File: src/pkg/tpo_params.svh
`ifndef TPO_PARAMS_SVH
`define TPO_PARAMS_SVH

// ============================================================
// register offsets
`define TPO_OFS_UPPER_NEXT      16'hffa4
`define TPO_OFS_UPPER_NEXT_ALT  16'hffa6
`define TPO_OFS_PORT_A_ENABLE   16'hffa0
`define TPO_OFS_PORT_B_ENABLE   16'hffa1
`define TPO_OFS_TRIGGER_SELECT  16'hffa2
`define TPO_OFS_LOWER_NEXT      16'hffa3
`define TPO_OFS_PORT_A_LATCH    16'hffa8
`define TPO_OFS_PORT_B_LATCH    16'hffa9

// ============================================================
// reset values
`define TPO_RST_UPPER_NEXT      8'h00
`define TPO_RST_PORT_A_ENABLE   8'h00
`define TPO_RST_PORT_B_ENABLE   8'h00
`define TPO_RST_TRIGGER_SELECT  8'hff
`define TPO_RST_LOWER_NEXT      8'h00
`define TPO_RST_LATCH           8'h00
`define TPO_RST_GROUP_LATCH     4'h0
`define TPO_READ_ONES           8'hff
`define TPO_NIBBLE_ONES         4'hf
`define TPO_READ_UNMAPPED       8'h00

// ============================================================
// field positions in the trigger select register
`define TPO_GRP3_MSB            7
`define TPO_GRP3_LSB            6
`define TPO_GRP2_MSB            5
`define TPO_GRP2_LSB            4
`define TPO_GRP1_MSB            3
`define TPO_GRP1_LSB            2
`define TPO_GRP0_MSB            1
`define TPO_GRP0_LSB            0

// ============================================================
// widths
`define TPO_ADDR_W              16
`define TPO_DATA_W              8
`define TPO_GROUP_W             4
`define TPO_CHANNELS            4

`endif

File: src/pkg/tpo_pkg.sv
`include "tpo_params.svh"

package tpo_pkg;

  // ============================================================
  // register bus request
  typedef struct packed {
    logic [`TPO_ADDR_W-1:0] addr;
    logic [`TPO_DATA_W-1:0] wrData;
    logic                   wrStrobe;
    logic                   rdStrobe;
  } tpo_bus_s;

  // ============================================================
  // trigger select register layout
  typedef struct packed {
    logic [1:0] grp3;
    logic [1:0] grp2;
    logic [1:0] grp1;
    logic [1:0] grp0;
  } tpo_trig_s;

  // pattern pin group: value and active-low output enables
  typedef struct packed {
    logic [11:0] value;
    logic [11:0] drive_n;
  } tpo_pins_s;

endpackage : tpo_pkg

File: src/hdl/tpo_regs.sv
// Strobed register access was left to the implementer.
`timescale 1ns/1ps
`default_nettype none
`include "tpo_params.svh"

module tpo_regs #(
  parameter int CHANNELS = `TPO_CHANNELS
) (
  // clock and reset
  input  wire logic                  mclk,
  input  wire logic                  reset_n,
  input  wire logic                  clkEn,
  // power modes
  input  wire logic                  hwStandby,
  input  wire logic                  swStandby,
  // register bus
  input  wire tpo_pkg::tpo_bus_s     bus,
  output logic      [`TPO_DATA_W-1:0] rdData,
  // timer compare match pulses
  input  wire logic [CHANNELS-1:0]   compareMatch,
  // pin directions from the port logic
  input  wire logic [7:0]            portADir,
  input  wire logic [3:0]            portBDir,
  // port latches and pattern pins
  output logic      [7:0]            portALatch,
  output logic      [7:0]            portBLatch,
  output tpo_pkg::tpo_pins_s         pins
);

  // ============================================================
  // registers
  logic [7:0]         upperNextPattern;
  logic [7:0]         lowerNextPattern;
  logic [7:0]         portAPatternEnable;
  logic [7:0]         portBPatternEnable;
  tpo_pkg::tpo_trig_s patternTriggerSelect;
  logic [3:0]         portBHigh;
  logic [3:0]         portBLow;

  // ============================================================
  // decode
  logic sharedTrigger;
  logic wrUpper;
  logic wrUpperAlt;
  logic wrLower;
  logic wrEnA;
  logic wrEnB;
  logic wrTrig;
  logic wrLatchA;
  logic wrLatchB;

  // group 3 field has no pins; compared only to steer the mapping
  assign sharedTrigger = (patternTriggerSelect.grp3 ==
                          patternTriggerSelect.grp2);

  assign wrUpper    = bus.wrStrobe && (bus.addr == `TPO_OFS_UPPER_NEXT);
  assign wrUpperAlt = bus.wrStrobe && (bus.addr == `TPO_OFS_UPPER_NEXT_ALT);
  assign wrLower    = bus.wrStrobe && (bus.addr == `TPO_OFS_LOWER_NEXT);
  assign wrEnA      = bus.wrStrobe && (bus.addr == `TPO_OFS_PORT_A_ENABLE);
  assign wrEnB      = bus.wrStrobe && (bus.addr == `TPO_OFS_PORT_B_ENABLE);
  assign wrTrig     = bus.wrStrobe && (bus.addr == `TPO_OFS_TRIGGER_SELECT);
  assign wrLatchA   = bus.wrStrobe && (bus.addr == `TPO_OFS_PORT_A_LATCH);
  assign wrLatchB   = bus.wrStrobe && (bus.addr == `TPO_OFS_PORT_B_LATCH);

  // ============================================================
  // upper next pattern
  // software standby holds everything simply by never touching state
  always_ff @(posedge mclk or negedge reset_n) begin
    if (!reset_n) begin
      upperNextPattern <= `TPO_RST_UPPER_NEXT;
    end else if (clkEn) begin
      if (hwStandby) begin
        upperNextPattern <= `TPO_RST_UPPER_NEXT;
      end else if (sharedTrigger) begin
        if (wrUpper) begin
          upperNextPattern <= bus.wrData;
        end
      end else begin
        if (wrUpper) begin
          upperNextPattern[7:4] <= bus.wrData[7:4];
        end
        if (wrUpperAlt) begin
          upperNextPattern[3:0] <= bus.wrData[3:0];
        end
      end
    end
  end

  // ============================================================
  // lower next pattern (group 0 and 1 source)
  always_ff @(posedge mclk or negedge reset_n) begin
    if (!reset_n) begin
      lowerNextPattern <= `TPO_RST_LOWER_NEXT;
    end else if (clkEn) begin
      if (hwStandby) begin
        lowerNextPattern <= `TPO_RST_LOWER_NEXT;
      end else if (wrLower) begin
        lowerNextPattern <= bus.wrData;
      end
    end
  end

  // ============================================================
  // port A enables
  always_ff @(posedge mclk or negedge reset_n) begin
    if (!reset_n) begin
      portAPatternEnable <= `TPO_RST_PORT_A_ENABLE;
    end else if (clkEn) begin
      if (hwStandby) begin
        portAPatternEnable <= `TPO_RST_PORT_A_ENABLE;
      end else if (wrEnA) begin
        portAPatternEnable <= bus.wrData;
      end
    end
  end

  // ============================================================
  // port B enables; top nibble is storage only
  always_ff @(posedge mclk or negedge reset_n) begin
    if (!reset_n) begin
      portBPatternEnable <= `TPO_RST_PORT_B_ENABLE;
    end else if (clkEn) begin
      if (hwStandby) begin
        portBPatternEnable <= `TPO_RST_PORT_B_ENABLE;
      end else if (wrEnB) begin
        portBPatternEnable <= bus.wrData;
      end
    end
  end

  // ============================================================
  // trigger select
  always_ff @(posedge mclk or negedge reset_n) begin
    if (!reset_n) begin
      patternTriggerSelect <= `TPO_RST_TRIGGER_SELECT;
    end else if (clkEn) begin
      if (hwStandby) begin
        patternTriggerSelect <= `TPO_RST_TRIGGER_SELECT;
      end else if (wrTrig) begin
        patternTriggerSelect <= bus.wrData;
      end
    end
  end

  // ============================================================
  // port B high nibble: plain port data, never patterned
  always_ff @(posedge mclk or negedge reset_n) begin
    if (!reset_n) begin
      portBHigh <= `TPO_RST_GROUP_LATCH;
    end else if (clkEn) begin
      if (hwStandby) begin
        portBHigh <= `TPO_RST_GROUP_LATCH;
      end else if (wrLatchB) begin
        portBHigh <= bus.wrData[7:4];
      end
    end
  end

  // ============================================================
  // group transfer slices
  tpo_group_xfer #(
    .W        (`TPO_GROUP_W),
    .CHANNELS (CHANNELS)
  ) u_grp0 (
    .mclk         (mclk),
    .reset_n      (reset_n),
    .clkEn        (clkEn),
    .hwStandby    (hwStandby),
    .trigSel      (patternTriggerSelect.grp0),
    .compareMatch (compareMatch),
    .nextData     (lowerNextPattern[3:0]),
    .enable       (portAPatternEnable[3:0]),
    .swWrite      (wrLatchA),
    .swData       (bus.wrData[3:0]),
    .latch        (portALatch[3:0])
  );

  tpo_group_xfer #(
    .W        (`TPO_GROUP_W),
    .CHANNELS (CHANNELS)
  ) u_grp1 (
    .mclk         (mclk),
    .reset_n      (reset_n),
    .clkEn        (clkEn),
    .hwStandby    (hwStandby),
    .trigSel      (patternTriggerSelect.grp1),
    .compareMatch (compareMatch),
    .nextData     (lowerNextPattern[7:4]),
    .enable       (portAPatternEnable[7:4]),
    .swWrite      (wrLatchA),
    .swData       (bus.wrData[7:4]),
    .latch        (portALatch[7:4])
  );

  tpo_group_xfer #(
    .W        (`TPO_GROUP_W),
    .CHANNELS (CHANNELS)
  ) u_grp2 (
    .mclk         (mclk),
    .reset_n      (reset_n),
    .clkEn        (clkEn),
    .hwStandby    (hwStandby),
    .trigSel      (patternTriggerSelect.grp2),
    .compareMatch (compareMatch),
    .nextData     (upperNextPattern[3:0]),
    .enable       (portBPatternEnable[3:0]),
    .swWrite      (wrLatchB),
    .swData       (bus.wrData[3:0]),
    .latch        (portBLow)
  );

  assign portBLatch = {portBHigh, portBLow};

  // ============================================================
  // pattern pins: direction decides driving, latch keeps updating
  assign pins.value   = {portBLow, portALatch};
  assign pins.drive_n = ~{portBDir, portADir};

  // ============================================================
  // read path, data valid in the cycle after the strobe
  logic [7:0] next_rdData;

  always_comb begin
    next_rdData = `TPO_READ_UNMAPPED;
    unique case (bus.addr)
      `TPO_OFS_UPPER_NEXT: begin
        if (sharedTrigger) begin
          next_rdData = upperNextPattern;
        end else begin
          next_rdData = {upperNextPattern[7:4], `TPO_NIBBLE_ONES};
        end
      end
      `TPO_OFS_UPPER_NEXT_ALT: begin
        if (sharedTrigger) begin
          next_rdData = `TPO_READ_ONES;
        end else begin
          next_rdData = {`TPO_NIBBLE_ONES, upperNextPattern[3:0]};
        end
      end
      `TPO_OFS_LOWER_NEXT:     next_rdData = lowerNextPattern;
      `TPO_OFS_PORT_A_ENABLE:  next_rdData = portAPatternEnable;
      `TPO_OFS_PORT_B_ENABLE:  next_rdData = portBPatternEnable;
      `TPO_OFS_TRIGGER_SELECT: next_rdData = patternTriggerSelect;
      `TPO_OFS_PORT_A_LATCH:   next_rdData = portALatch;
      `TPO_OFS_PORT_B_LATCH:   next_rdData = portBLatch;
      default:                 next_rdData = `TPO_READ_UNMAPPED;
    endcase
  end

  always_ff @(posedge mclk or negedge reset_n) begin
    if (!reset_n) begin
      rdData <= `TPO_READ_UNMAPPED;
    end else if (clkEn) begin
      if (bus.rdStrobe) begin
        rdData <= next_rdData;
      end
    end
  end

  // swStandby needs no action: state holds because nothing clears it
  logic unusedSwStandby;
  assign unusedSwStandby = swStandby;

endmodule : tpo_regs

`default_nettype wire

File: src/hdl/tpo_group_xfer.sv
`timescale 1ns/1ps
`default_nettype none
`include "tpo_params.svh"

module tpo_group_xfer #(
  parameter int W        = `TPO_GROUP_W,
  parameter int CHANNELS = `TPO_CHANNELS
) (
  // clock and reset
  input  wire logic                mclk,
  input  wire logic                reset_n,
  input  wire logic                clkEn,
  input  wire logic                hwStandby,
  // trigger
  input  wire logic [1:0]          trigSel,
  input  wire logic [CHANNELS-1:0] compareMatch,
  // pattern data
  input  wire logic [W-1:0]        nextData,
  input  wire logic [W-1:0]        enable,
  // software write
  input  wire logic                swWrite,
  input  wire logic [W-1:0]        swData,
  // latch
  output logic      [W-1:0]        latch
);

  logic fire;

  assign fire = compareMatch[trigSel];

  // ============================================================
  // per-bit latch update
  genvar i;
  generate
    for (i = 0; i < W; i++) begin : g_bit
      always_ff @(posedge mclk or negedge reset_n) begin
        if (!reset_n) begin
          latch[i] <= 1'b0;
        end else if (clkEn) begin
          if (hwStandby) begin
            latch[i] <= 1'b0;
          end else if (enable[i]) begin
            // enabled bits ignore software; only the trigger moves them
            if (fire) begin
              latch[i] <= nextData[i];
            end
          end else if (swWrite) begin
            latch[i] <= swData[i];
          end
        end
      end
    end
  endgenerate

endmodule : tpo_group_xfer

`default_nettype wire

File: config.mk
export PLATFORM = sky130hd
export DESIGN_NAME = tpo_regs
export DESIGN_NICKNAME = d
export VERILOG_FILES = /design/src/pkg/tpo_pkg.sv /design/src/hdl/tpo_regs.sv /design/src/hdl/tpo_group_xfer.sv
export VERILOG_INCLUDE_DIRS = /design/src /design/src/pkg
export SDC_FILE = /design/constraint.sdc
export NUM_CORES = 1
export LEC_CHECK = 0
export ABC_AREA = 1
export BUFFER_PORTS_ARGS = -buffer_cell sky130_fd_sc_hd__clkbuf_2
export CAP_MARGIN = 20
export CELL_PAD_IN_SITES_DETAIL_PLACEMENT = 1
export CELL_PAD_IN_SITES_GLOBAL_PLACEMENT = 2
export CORE_MARGIN = 5
export CORE_UTILIZATION = 32
export DETAILED_ROUTE_END_ITERATION = 7
export GPL_ROUTABILITY_DRIVEN = 0
export HOLD_SLACK_MARGIN = 0.08
export PLACE_DENSITY = 0.95
export SYNTH_ARGS = -nofsm -noshare
export SYNTH_HDL_FRONTEND = slang
export SYNTH_SLANG_ARGS = --single-unit
File: constraint.sdc
create_clock -name mclk -period 2.3 [get_ports mclk]
set_input_delay 0.23 -clock mclk [delete_from_list [all_inputs] [get_ports mclk]]
set_output_delay 0.23 -clock mclk [all_outputs]
set_load 0.01 [all_outputs]
==> metrics <==
Final Cycle Share 77.8%; top cell type's share of synthesized area 33.6%; H-tree levels 3; WP buf/inv 1; total routed wirelength 14.1 mm; Die ar. 15400 um2; Peak VDD IR 0.000263 V; most common cell after layout, fill and taps aside nand2_1; Worst path max stage delay 0.59 ns; crit-path most repeated cell nand2_1; Max-slew headroom 42.5%; IO buf count 93; clk slew on worst S/H paths 0.05 ns; EDFF count, synth 0; clk buf depth 2; Mapped Cells 595; Area Overhead vs Synth 19.9%; critical path type register to register; final hold violations 0; Top Usage Layer GRT met2; area of the mapped netlist 4180 um2; largest net degree at the start of global routing 65; Starting DRT DRC Count 249; top cell family by delay on the critical path simple AND/OR/NAND/NOR gates; CP required 2.52 ns; Final Worst Setup Slack 0.512 ns; clock root buffer master clkbuf_16; Distinct cells, synth 26; Syn. warnings 0; Synth Area per Inst 7.02 um2; met1 Use GR 23.0%; DRT Pass-1 Iters 5; Synth Register Bits 64; max-slew violation count 0; core area 12700 um2; Leak 2.71 nW; count of final setup violators 0; initial antenna violation count 0; PwrDens 691 nW/um2; post-synthesis sequential area ratio 38.6%; Fin Setup TNS 0 ns; Die Y 124 um; IO Pins 95; Final HPWL DP 10.7 mm; RSZ-0062 raised after global routing false; FP Rows 41; Clock Skews 0.00660 ns; final net count 722; GRT Resource Usage Total 18.2%; Hold Buf Count CTS 0; DR WL/cell 16.5 um; Synth async-reset ratio 100%; Routed Antenna Nets 0; top cells by area, synth dfrtp_1 (34%), nand2_1 (18%), nand3_1 (12%); area leader, netlist dfrtp_1; Skew-Pair Late Insertion Delay 0.33 ns; DRC Markers 0; Inserted Diodes 0; critical path launch point type register; Worst Path Max Fanout 6; CTS buffer count 9; Post-CTS Setup Inserts 0; PostCTS Resize Cnt 0; vias in the first global route 4427; Slew @ Worst Pin 0.862 ns; most frequent cells in the layout nand2_1 (201), nand3_1 (101), clkbuf_2 (93); CP max stage cell dfstp_2; CTS tree built; pre-CTS setup slack 0.488 ns; Min-Delay Path Class primary input to asynchronous set/reset pin; outcome complete, no violations; crit path DAT 2.01 ns; crit path cell chain inv_1 > nand2_1 > nand2_1 > nand2_1 > nand2_1 > nand2_1 > nand2_1 > nor2_1 > nand2_1 > nand2_1 > nand2_1; global-route wire length before repair 23.0 mm; CTS Sinks 64; CP endpoint kind register; MaxCap Viol Count 0; met3 Use GR 4.72%; Primary FF master, synth dfrtp_1; total nets after synthesis 642; met2 usage in global routing 29.7%; vias 4248; Period minus WS final 1.79 ns; gr ovfl total 0; Vias/cell 4.99; Die X 124 um; layout cells sized above 1 25.7%; Initial Util 32.8%; Max Clk Rate 559 MHz
[final timing paths]
| path | start | end | slack (ns) | depth (start not counted) |
|---|---|---|---|---|
| hold reg to reg | upperNextPattern[2] | upperNextPattern[2] | 0.48 | 2 |
| max in group asynchronous | reset_n | u_grp1.latch[3] | 1.64 | 2 |
| setup / recovery | patternTriggerSelect[4] | rdData[2] | 0.51 | 11 |
| min in group mclk | bus[5] | patternTriggerSelect[3] | 0.21 | 3 |
| hold / removal | reset_n | u_grp0.latch[0] | 0.09 | 2 |
| setup reg to reg | patternTriggerSelect[4] | rdData[2] | 0.51 | 11 |
[metal layers]
metal | vias up | wire length, um
met4 | 0 | 290
met2 | 111 | 6890
li1 | 2077 | -
met3 | 20 | 871
met1 | 2040 | 6040
met5 | - | 0
[cell type report]
cell class | count | area (um2)
tap | 172 | 215
clock buffer | 13 | 260
timing repair buffer | 101 | 526
fill | 1665 | 7720
multi-input combinational | 449 | 2170
sequential | 64 | 1610
inverter | 50 | 188
clock inverter | 3 | 40.0
[report_power, final]
part	total, mW	switching [mW]	internal, mW
Clock	1.39	0.493	0.895
Combinational	0.665	0.433	0.232
Sequential	1.41	0.139	1.27
[cell families (layout without fill, tap and decap cells)]
family / Yosys count / count (layout) / share of synthesized area, %
compound gates: 60 / 60 / 10.1
flops: 64 / 64 / 38.6
buf+inv: 82 / 167 / 9.56
simple gates: 389 / 389 / 41.8
[cell usage after synthesis (3+ instances only)]
cell type / n
o211ai_1: 4
nand4_1: 12
o21ai_1: 8
clkbuf_1: 4
o21ai_0: 16
buf_2: 10
nand2_1: 201
o21ai_2: 28
dfstp_2: 8
buf_6: 4
nand3_2: 3
nor2_2: 3
nor2_4: 7
dfrtp_1: 56
inv_1: 47
nand3_1: 101
nand2_2: 7
nor2_1: 53
buf_4: 13
[flip-flops by register name, indices dropped and copies added, names as in the netlist]
name	cells
rdData	8
lowerNextPattern	8
u_grp0.latch	4
upperNextPattern	8
portAPatternEnable	8
u_grp1.latch	4
portBPatternEnable	8
u_grp2.latch	4
portBHigh	4
patternTriggerSelect	8
[worst reg2reg max path, delay by kind of cell (launching register included)]
kind                   cells  cell delay [ns]
buffers and inverters      1             0.09
flip-flops                 1             0.59
AND/OR/NAND/NOR           10             1.02
[through the flow]
step | utilization [%] | power (mW) | hold WS (ns) | instances | cell area (um2)
detailed placement | 37.0 | 2.09 | 0.463 | 836 | 4710
global placement | 37.0 | 2.06 | 0.459 | 836 | 4710
CTS | 39.3 | 3.50 | 0.125 | 852 | 5010
global route | 39.3 | 3.64 | 0.162 | 852 | 5010
floorplan | - | 1.84 | -0.0656 | 595 | 4180
finish | 39.3 | 3.46 | 0.0939 | 852 | 5010
No activity file was read; power rests on OpenSTA's default activity.
